===== config.mk =====
export PLATFORM = sky130hd
export DESIGN_NAME = rcsr_top
export DESIGN_NICKNAME = d
export VERILOG_FILES = /design/src/logic/rcsr_pkg.sv /design/src/logic/rcsr_top.sv
export VERILOG_INCLUDE_DIRS = /design/src /design/src/logic
export SDC_FILE = /design/constraint.sdc
export NUM_CORES = 1
export LEC_CHECK = 0
export BUFFER_PORTS_ARGS = -buffer_cell sky130_fd_sc_hd__buf_2
export CAP_MARGIN = 10
export CORE_ASPECT_RATIO = 1.4
export CORE_UTILIZATION = 48
export CTS_BUF_LIST = sky130_fd_sc_hd__clkbuf_16
export DETAILED_ROUTE_END_ITERATION = 10
export GPL_ROUTABILITY_DRIVEN = 0
export PLACE_DENSITY = 0.79
export SETUP_SLACK_MARGIN = 0.1
export SYNTH_ARGS = -nofsm -noshare
export SYNTH_HDL_FRONTEND = slang
export SYNTH_SLANG_ARGS = --single-unit

===== constraint.sdc =====
create_clock -name REF_CLK -period 1.8 [get_ports REF_CLK]
set_clock_uncertainty 0.2 [all_clocks]
set_input_delay 0.09 -clock REF_CLK [delete_from_list [all_inputs] [get_ports REF_CLK]]
set_output_delay 0.09 -clock REF_CLK [all_outputs]
set_load 0.01 [all_outputs]

===== src/logic/rcsr_defs.svh =====
`ifndef RCSR_DEFS_SVH
`define RCSR_DEFS_SVH

// Register offsets (byte addresses on the plain register port)
`define RCSR_ADDR_STATUS 8'h00
`define RCSR_ADDR_IRQ_STAT 8'h04
`define RCSR_ADDR_IRQ_MASK 8'h08

// Field positions inside the reset cause register
`define RCSR_BIT_POR 0
`define RCSR_BIT_BROWNOUT 1
`define RCSR_BIT_IDLE 2
`define RCSR_BIT_SLEEP 3
`define RCSR_BIT_WATCHDOG 4
`define RCSR_BIT_SOFTWARE 6
`define RCSR_BIT_EXT_PIN 7
`define RCSR_BIT_REG_STANDBY 8
`define RCSR_BIT_CFG_MISMATCH 9

// Implemented bits and power-on value
`define RCSR_IMPL_MASK 32'h0000_03df
`define RCSR_FLAG_MASK 32'h0000_02df
`define RCSR_RESET_VALUE 32'h0000_0003

`endif


===== src/logic/rcsr_pkg.sv =====
package rcsr_pkg;

  // Register state of the reset cause block
  typedef struct packed {
    logic [9:0] ev_meta;
    logic [9:0] ev_seen;
    logic [9:0] cause;
    logic [9:0] irq_stat;
    logic [9:0] irq_mask;
    logic [31:0] rdata;
    logic irq;
    logic standby_out;
  } rcsr_state_t;

endpackage


===== src/logic/rcsr_top.sv =====
// Chosen here: the register offsets and the plain strobed port.
`timescale 1ns/1ps
`default_nettype none
`include "rcsr_defs.svh"

module rcsr_top
  import rcsr_pkg::*;
(
  input wire logic REF_CLK,
  input wire logic RESET,
  input wire logic [7:0] ADDR,
  input wire logic [31:0] WDATA,
  input wire logic WR,
  input wire logic RD,
  output var logic [31:0] RDATA,
  input wire logic EV_CFG_MISMATCH,
  input wire logic EV_EXT_PIN,
  input wire logic EV_SOFTWARE,
  input wire logic EV_WATCHDOG,
  input wire logic EV_SLEEP_WAKE,
  input wire logic EV_IDLE_WAKE,
  input wire logic EV_BROWNOUT,
  input wire logic EV_POWERON,
  output var logic REG_STANDBY_ENABLE,
  output var logic IRQ
);

  rcsr_state_t r; // Current state
  rcsr_state_t next_r; // Next state
  logic [9:0] ev_raw; // Raw events in register layout
  logic [9:0] ev; // Synchronised events
  logic [9:0] wmask; // Writable bits of the cause register

  // Map event inputs onto their bit positions; bit 5 and 8 never set
  always_comb
  begin
    ev_raw = '0;
    ev_raw[`RCSR_BIT_CFG_MISMATCH] = EV_CFG_MISMATCH;
    ev_raw[`RCSR_BIT_EXT_PIN] = EV_EXT_PIN;
    ev_raw[`RCSR_BIT_SOFTWARE] = EV_SOFTWARE;
    ev_raw[`RCSR_BIT_WATCHDOG] = EV_WATCHDOG;
    ev_raw[`RCSR_BIT_SLEEP] = EV_SLEEP_WAKE;
    ev_raw[`RCSR_BIT_IDLE] = EV_IDLE_WAKE;
    ev_raw[`RCSR_BIT_BROWNOUT] = EV_BROWNOUT;
    ev_raw[`RCSR_BIT_POR] = EV_POWERON;
  end

  // Second synchroniser stage is the only reader of the first
  assign ev = r.ev_seen;
  assign wmask = 10'(`RCSR_IMPL_MASK);

  // Address decode shared by read and write paths
  function automatic logic hit(input logic [7:0] a, input logic [7:0] off);
    hit = (a == off);
  endfunction

  // Next state: events set, software writes, read-clear of irq status
  always_comb
  begin
    next_r = r;
    next_r.rdata = '0;
    // Events come from other reset logic, so they pass two flops first
    next_r.ev_meta = ev_raw;
    next_r.ev_seen = r.ev_meta;
    // Software write to cause register; reserved bits discarded
    if (WR && hit(ADDR, `RCSR_ADDR_STATUS))
      next_r.cause = WDATA[9:0] & wmask;
    if (WR && hit(ADDR, `RCSR_ADDR_IRQ_MASK))
      next_r.irq_mask = WDATA[9:0] & 10'(`RCSR_FLAG_MASK);
    // Hardware sets come last so an event beats a clearing write
    next_r.cause = next_r.cause | ev;
    // Read data, one cycle later; unmapped addresses read zero
    if (RD)
    begin
      if (hit(ADDR, `RCSR_ADDR_STATUS))
        next_r.rdata = {22'h0, r.cause};
      else if (hit(ADDR, `RCSR_ADDR_IRQ_STAT))
        next_r.rdata = {22'h0, r.irq_stat};
      else if (hit(ADDR, `RCSR_ADDR_IRQ_MASK))
        next_r.rdata = {22'h0, r.irq_mask};
    end
    // Interrupt status clears on read, but a new event still lands
    if (RD && hit(ADDR, `RCSR_ADDR_IRQ_STAT))
      next_r.irq_stat = '0;
    next_r.irq_stat = next_r.irq_stat | ev;
    next_r.irq = |(next_r.irq_stat & next_r.irq_mask);
    next_r.standby_out = next_r.cause[`RCSR_BIT_REG_STANDBY];
  end

  // State register; power-on value has brown-out and power-on flags set
  always_ff @(posedge REF_CLK)
  begin
    if (RESET)
    begin
      r <= '0;
      r.cause <= 10'(`RCSR_RESET_VALUE);
    end
    else
      r <= next_r;
  end

  assign RDATA = r.rdata;
  assign REG_STANDBY_ENABLE = r.standby_out;
  assign IRQ = r.irq;
endmodule // rcsr_top

`default_nettype wire


* Word-level counts from Yosys, hierarchy flattened *
Index checks and enable logic that the tools add are counted.

storage, ports and cells
  flip-flop bits (word level) = 84
  latch bits = 0
  RAM bits = 0
  bits in read-only memories = 0
  bits of input ports = 52
  output and inout port bits = 34
  logic and storage cells = 29
  memories kept = 0

operators by class
  add/subtract/negate cells = 0
  multipliers = 0
  divide/modulo/power cells = 0
  magnitude comparators = 0
  eq/ne operators = 2
  shift operators = 0
  muxes and demuxes = 6
  bitwise gates (word level) = 4
  reduce and logical (&&, ||, !) cells = 7

operators with widths
  cell                                                                   number
  10-bit two-way mux                                                     6
  10-bit OR                                                              2
  10-bit bitwise AND                                                     1
  10-bit OR reduction                                                    1
  8-bit by 3-bit equality test with 1-bit output, second input constant  1
  8-bit by 4-bit equality test with 1-bit output, second input constant  1
  8-bit zero test                                                        1
  4-bit OR reduction                                                     1
  1-bit logical AND                                                      3
  2-bit OR reduction                                                     1
  1-bit inverter                                                         1

* Logic depth before layout (Yosys ltp) *
Gate-level depths: netlist (run 1).

  word-level depth = 6
  mapped depth = 6
  gate-level depth less buffers = 5

* Least setup slack after synthesis (run 1) *
Ideal clock, no wire load.

  path kind = in2reg
  start = input ADDR[5]
  end = register r[56] (netlist name)
  setup time = 0.128 ns
  data arrival time = 1.319 ns
  required time = 1.472 ns
  setup slack = 0.154 ns
  stages on the path = 6
  path buffers = 1
  cells stage by stage = or4_4 -> nor3b_2 -> buf_4 -> nand2_4 -> a211oi_1 -> nor2_1

on the way
  longest elaborated chain between the ends = 4

RTL lines
  what                    line            text
  start: declaration      rcsr_top.sv:11  input wire logic [7:0] ADDR,
  8-bit zero test         rcsr_top.sv:54  hit = (a == off);
  1-bit logical AND       rcsr_top.sv:66  if (WR && hit(ADDR, `RCSR_ADDR_STATUS))
  10-bit two-way mux      rcsr_top.sv:66
  10-bit OR               rcsr_top.sv:71  next_r.cause = next_r.cause | ev;
  end signal: assignment  rcsr_top.sv:99  r <= next_r;
  end: declaration        rcsr_top.sv:28  rcsr_state_t r;

Every way passes these cells.
A chain may end at the register's enable or synchronous reset.

* Final worst setup path (run 1) *
  start = input ADDR[5]
  end = register r[60] (netlist name)

Same word-level chain as after synthesis.

==> metrics.txt, run 1 <==
Worst-Skew Late Latency=0.29 ns; largest net degree at the start of global routing=47; period utilization=87.5%; total track usage=20.4%; GRT overflow=0; Pleak=1.19 nW; startpoint types=primary input; Seq cells post-synth=56; IO Port Bufs=40; status=completed; Clock Tree Buf Depth=2; CTS buffer count=5; DR DRC count=0; GR peak layer=met2; die area=0.00497 sq mm; Final Core Density=61.8%; Synth area leaders=dfxtp_1, buf_4, nor2_1, nor2b_1, a222oi_1; dpl cell area=0.00245 sq mm; MaxCap Viol Count=0; DIE HEIGHT=83.0 microns; Initial DRT Pass Iterations=5; fmax=0.635 GHz; crit path kind=primary input to flip-flop; CTS tree=built; post-synthesis mux area share=3.11%; num rows=29; number of post-CTS setup repair buffers=0; met2 usage=34.1%; Synth Area in XOR/XNOR=0%; largest family of logic cells by synthesized area=simple AND/OR/NAND/NOR gates; vias in the first global route=1719; Max FO, Critical Path=9; met1 usage=22.3%; PD cells=903 mW/mm^2; WP data arrival=1.54 ns; DR iter-0 viols=103; endpoint class of the critical path=flip-flop; worst hold slack=0.0490 ns; Max stage delay on crit path=0.54 ns; core area=0.00450 sq mm; Root Buffer=clkbuf_16; RSZ-0062 raised after global routing=false; WP buf/inv=2; Syn Inst Count=227; Synth async-reset ratio=0%; Ys Warns=0; fin. max-slew vios=0; reg-to-reg endpoint=IRQ; DIE WIDTH=59.9 microns; worst path cell trace=buf_2 > or4_4 > nor3b_2 > buf_4 > nand2_4 > a211oi_1 > nor2_1; minimum clock period=1.58 ns; adder-cell share of the synthesized area=0%; Top FF cell, synth=dfxtp_1; area share of the largest cell type after synthesis=49.8%; crit-path leading delay family=simple AND/OR/NAND/NOR gates; Worst R2R Path Depth=5; CTS H-Tree Depth=2; Min-Delay Path Class=primary input to flip-flop; antenna cells=0; Simple-Gate Fraction of Synth Area=20.9%; final hold vios=0; DR vias=1726; CTS resizes=0; I/O pin count=86; initial antenna violation count=0; Critical Path Sink=r[60]; global-route wire length before repair=7530 microns; Layout area overhead=23.5%; crit path launch=ADDR[5]; synthesized cell area=0.00225 sq mm; layout cells sized above 1=25.7%; post-synth top area cell=dfxtp_1; nets@finish=335; critical path depth=7; DP HPWL=2980 microns; Post-synth EDFFs=0; Final setup viols=0; Avg Vias per Cell=4.99; cts hold-fix bufs=17; Routed WL per cell=13.0 microns; clock transition at the registers of the reported paths=0.06 ns; sequential element share of the synthesized area=49.8%; CP max stage cell=or4_4; reg-to-reg setup timing slack=0.53 ns; final wirelength=4510 microns; # clock sinks=56; Fin Setup TNS=0 ns; post-route ant nets=0; Critical Path RT=1.76 ns; Synth Area in Compound Gates=12.5%; Worst IR Drop VDD=0.599 mV; Design Area, Final=0.00278 sq mm; synth unique cells=38; Post-Synthesis Mean Instance Area=9.91 sq um; worst r2r src=r[50]; met3 Use GR=4.83%; initial core utilization=50.0%
[per-stage QoR]
| step | worst slack [ns] | std cells | power, mW |
|---|---|---|---|
| floorplan | 0.154 | 248 | 1.43 |
| global placement | -0.0309 | 321 | 1.45 |
| detailed placement | -0.0467 | 321 | 1.46 |
| CTS | 0.224 | 346 | 2.53 |
| global route | 0.109 | 346 | 2.60 |
| finish | 0.224 | 346 | 2.51 |
[synthesized netlist by cell type, drive strengths merged (3+ instances only)]
cell type / count
a22oi: 3
buf: 37
a211oi: 6
clkbuf: 7
nor2b: 16
dfxtp: 56
mux2i: 7
and3: 8
nand3: 6
nor2: 34
nand2: 4
a222oi: 9
a21oi: 8
o22a: 3
nor3b: 3
[kinds of logic (layout without fill, tap and decap cells)]
kind of cell / after synthesis / after routing
compound gates: 35 / 35
other cells: 1 / 22
buf+inv: 46 / 82
mux: 7 / 7
flops: 56 / 56
simple gates: 82 / 82
[area by class of cell]
class	instances	area, sq um
Clock buffer	5	125
Sequential cell	56	1120
Timing Repair Buffer	72	508
Clock inverter	3	37.5
Tap cell	62	77.6
Multi-Input combinational cell	146	902
Inverter	2	7.51
Fill cell	384	1720
[where the power goes]
part / total [mW] / internal [mW] / switching, mW
combinational: 0.174 / 0.0820 / 0.0918
sequential: 1.29 / 1.27 / 0.0153
clock: 1.05 / 0.646 / 0.401
[worst min-delay path, stage by stage]
cell and delay, ns:
buf_2 0.12, and3_1 0.16, a211oi_1 0.06, nor2_1 0.07
[sequential cells by signal, summed over array words and instances (netlist names)]
| signal | cells |
|---|---|
| next_r | 8 |
| r | 29 |
| RDATA | 10 |
| IRQ | 1 |
| ev | 8 |
[worst min path at each step]
stage                  start          to  slack, ns  depth (start not counted)
6_report            WDATA[6]       r[60]       0.05                          4
5_1_grt             WDATA[6]       r[60]       0.07                          4
4_1_cts             WDATA[6]       r[60]       0.02                          4
3_5_place_dp   EV_SLEEP_WAKE  next_r[67]       0.10                          2
3_3_place_gp      EV_EXT_PIN  next_r[71]        0.1                          2
2_1_floorplan     EV_POWERON  next_r[64]       0.02                          1
[placed cells by master, fill, tap and decap left out]
master / Yosys / layout
mux2i_1: 7 / 7
o21ba_2: 1 / 1
buf_4: 33 / 13
and3_1: 7 / 7
a31oi_1: 2 / 2
nor3_1: 1 / 1
buf_12: 0 / 2
nand2_1: 3 / 3
nor2b_1: 16 / 16
and4_2: 1 / 1
o221a_2: 1 / 1
clkbuf_16: 0 / 5
nor3b_1: 2 / 2
a22oi_1: 3 / 3
and2_2: 1 / 1
a41oi_2: 1 / 1
and3b_1: 2 / 2
and2_1: 1 / 1
nor2_1: 34 / 34
a21oi_1: 8 / 8
nand3_1: 6 / 6
nor4b_2: 1 / 1
conb_1: 1 / 22
clkinv_1: 0 / 2
or4_4: 1 / 1
nor3b_2: 1 / 1
nand2b_1: 1 / 1
o22ai_1: 1 / 1
a222oi_1: 9 / 9
dfxtp_1: 56 / 56
buf_2: 1 / 40
nor4_4: 1 / 1
o22a_1: 3 / 3
nor3_2: 1 / 1
bufinv_16: 0 / 1
dlygate4sd3_1: 0 / 17
a211oi_1: 6 / 6
nand2_4: 1 / 1
and3_2: 1 / 1
inv_1: 2 / 2
[per-layer routing]
metal	wire, microns	up-vias
li1	-	844
met1	1740	793
met2	2380	79
met3	253	10
met4	140	0
met5	0	-
No activity file was read; power rests on OpenSTA's default activity.
==> run 2: changes to the inputs <==
--- a/config.mk
+++ b/config.mk
@@ -14,6 +14,7 @@
 export DETAILED_ROUTE_END_ITERATION = 10
 export GPL_ROUTABILITY_DRIVEN = 0
 export PLACE_DENSITY = 0.79
+export RECOVER_POWER = 100
 export SETUP_SLACK_MARGIN = 0.1
 export SYNTH_ARGS = -nofsm -noshare
 export SYNTH_HDL_FRONTEND = slang
==> metrics.txt, run 2 (same netlist as run 1, synthesis figures left out) <==
Clk pwr share=41.8% (about the same); CTS H-Tree Depth=2 (unchanged); Worst Tran Pin Value=0.876 ns; worst slack at placement=-0.0467 ns (unchanged); core area=0.00450 sq mm (unchanged); Gate power share=6.8% (about the same); die area=0.00497 sq mm (unchanged); num rows=29 (unchanged); DIE HEIGHT=83.0 microns (unchanged); # clock sinks=56 (unchanged); DR vias=1719 (-0.41%); Sw Ratio=20.3% (+0.082 points); crit path kind=primary input to flip-flop; Min-Delay Path Class=primary input to flip-flop; CTS tree=built; Design Area, Final=0.00275 sq mm (-1.2%); Layout area overhead=22.0%; final hold vios=0 (unchanged); initial core utilization=50.0% (unchanged); global-route wire length before repair=7530 microns (unchanged); worst path cell trace=clkbuf_1 > clkbuf_1 > and2_0 > and3_1 > buf_12 > mux2i_1 > o221a_2 > a41oi_1; startpoint types=primary input; dpl cell area=0.00245 sq mm (unchanged); total track usage=20.4% (unchanged); Switch Pwr=0.510 mW (+0.38%); Most Frequent Cell on Critical Path=clkbuf_1; WP data arrival=1.58 ns (+0.04 ns); post-route ant nets=0 (unchanged); layout cells sized above 1=19.4% (-6.3 points); number of post-CTS setup repair buffers=0 (unchanged); most common cell after layout, fill and taps aside=dfxtp_1; power share of the sequential group=51.4% (about the same); nets@finish=335 (unchanged); largest net degree at the start of global routing=47 (unchanged); MaxCap Viol Count=0 (unchanged); Root Buffer=clkbuf_16; PD cells=914 mW/mm^2 (+1.2%); final wirelength=4530 microns (+0.44%); most frequent cells in the layout=dfxtp_1, nor2_1, buf_2; fmax=0.605 GHz (-4.7%); Final setup viols=0 (unchanged); Worst IR Drop VDD=0.598 mV (about the same); endpoint class of the critical path=flip-flop; Pleak=1.12 nW (-5.8%); status=completed; Routed WL per cell=13.1 microns (+0.44%); setup ws final=0.146 ns (-0.0778 ns); DR iter-0 viols=88 (-15%); WP buf/inv=3 (+1); period utilization=91.9% (+4.3 points); clock transition at the registers of the reported paths=0.06 ns (about the same); vias in the first global route=1719 (unchanged); max FFs per register=29 (unchanged); Max stage delay on crit path=0.26 ns (-0.28 ns); I/O pin count=86 (unchanged); Int Pwr=2.00 mW (-0.12%); DP HPWL=2980 microns (unchanged); Clock Tree Buf Depth=2 (unchanged); max_slew headroom=41.6%; initial antenna violation count=0 (unchanged); minimum clock period=1.65 ns (+0.0778 ns); CP max stage cell=and2_0; GRT overflow=0 (unchanged); Worst-Skew Late Latency=0.29 ns (about the same); Avg Vias per Cell=4.97 (-0.41%); DIE WIDTH=59.9 microns (unchanged); fin. max-slew vios=0 (unchanged); crit-path leading delay family=simple AND/OR/NAND/NOR gates; Initial DRT Pass Iterations=5 (unchanged); IO Port Bufs=40 (unchanged); CTS buffer count=5 (unchanged); Critical Path RT=1.72 ns (-0.04 ns); antenna cells=0 (unchanged); RSZ-0062 raised after global routing=false; DR DRC count=0 (unchanged); Reg with most FFs=r; Max FO, Critical Path=8 (-1)
==> run 2: changes by cell type in the layout (fill, tap and decap cells not counted) <==
cell,delta
and2_0,+2
clkbuf_2,+1
buf_2,-15
clkbuf_1,+16
and2_1,-1
a41oi_2,-1
and2_2,-1
a41oi_1,+1
buf_4,-3
clkbuf_4,+1
==> run 2: path summary, 6_finish.rpt <==
path	start	to	slack [ns]	cells past startpoint
min	WDATA[6]	r[60]	0.04	4
max reg2reg	r[50]	IRQ	0.52	5
min reg2reg	next_r[65]	ev[1]	0.23	1
max	ADDR[3]	IRQ	0.15	8
==> run 2: final cells by class <==
| type | instances | area [sq um] |
|---|---|---|
| Inverter | 2 | 7.51 |
| Tap cell | 62 | 77.6 |
| Fill cell | 398 | 1750 |
| Clock inverter | 3 | 37.5 |
| Sequential cell | 56 | 1120 |
| Multi-Input combinational cell | 146 | 893 |
| Timing Repair Buffer | 72 | 483 |
| Clock buffer | 5 | 125 |
==> run 2: repair_timing <==
action	CTS	global route
hold buffers	17	0
hold endpoints to repair	21	0
resized for setup	0	0
==> run 2: per-layer routing <==
layer	up-vias	global-route usage, %	routed length (microns)
met3	10	4.83	226
li1	843	-	-
met4	0	12.3	140
met2	69	34.1	2390
met1	797	22.3	1780
met5	-	0	0
==> run 2: tightest hold or removal path, cell delays in order <==
cell	delay (ns)
buf_2	0.12
and3_1	0.16
a211oi_1	0.06
nor2_1	0.07
==> run 2: power by group through the flow <==
stage / registers, mW / logic [mW] / clock network [mW]
floorplan: 1.31 / 0.121 / 0
global placement: 1.31 / 0.140 / 0
detailed placement: 1.32 / 0.143 / 0
CTS: 1.29 / 0.172 / 1.07
global route: 1.29 / 0.190 / 1.12
finish: 1.29 / 0.171 / 1.05
==> run 2: stage by stage <==
stage	setup TNS (ns)	util (%)	hold WS, ns	power (mW)	std cells
after floorplan	0	-	0.0182	1.43	248
after global placement	-0.139	54.4	0.0996	1.45	321
after detailed placement	-0.222	54.4	0.102	1.46	321
after CTS	0	61.8	0.0198	2.53	346
after global routing	0	61.0	0.0700	2.60	346
final	0	61.0	0.0442	2.51	346
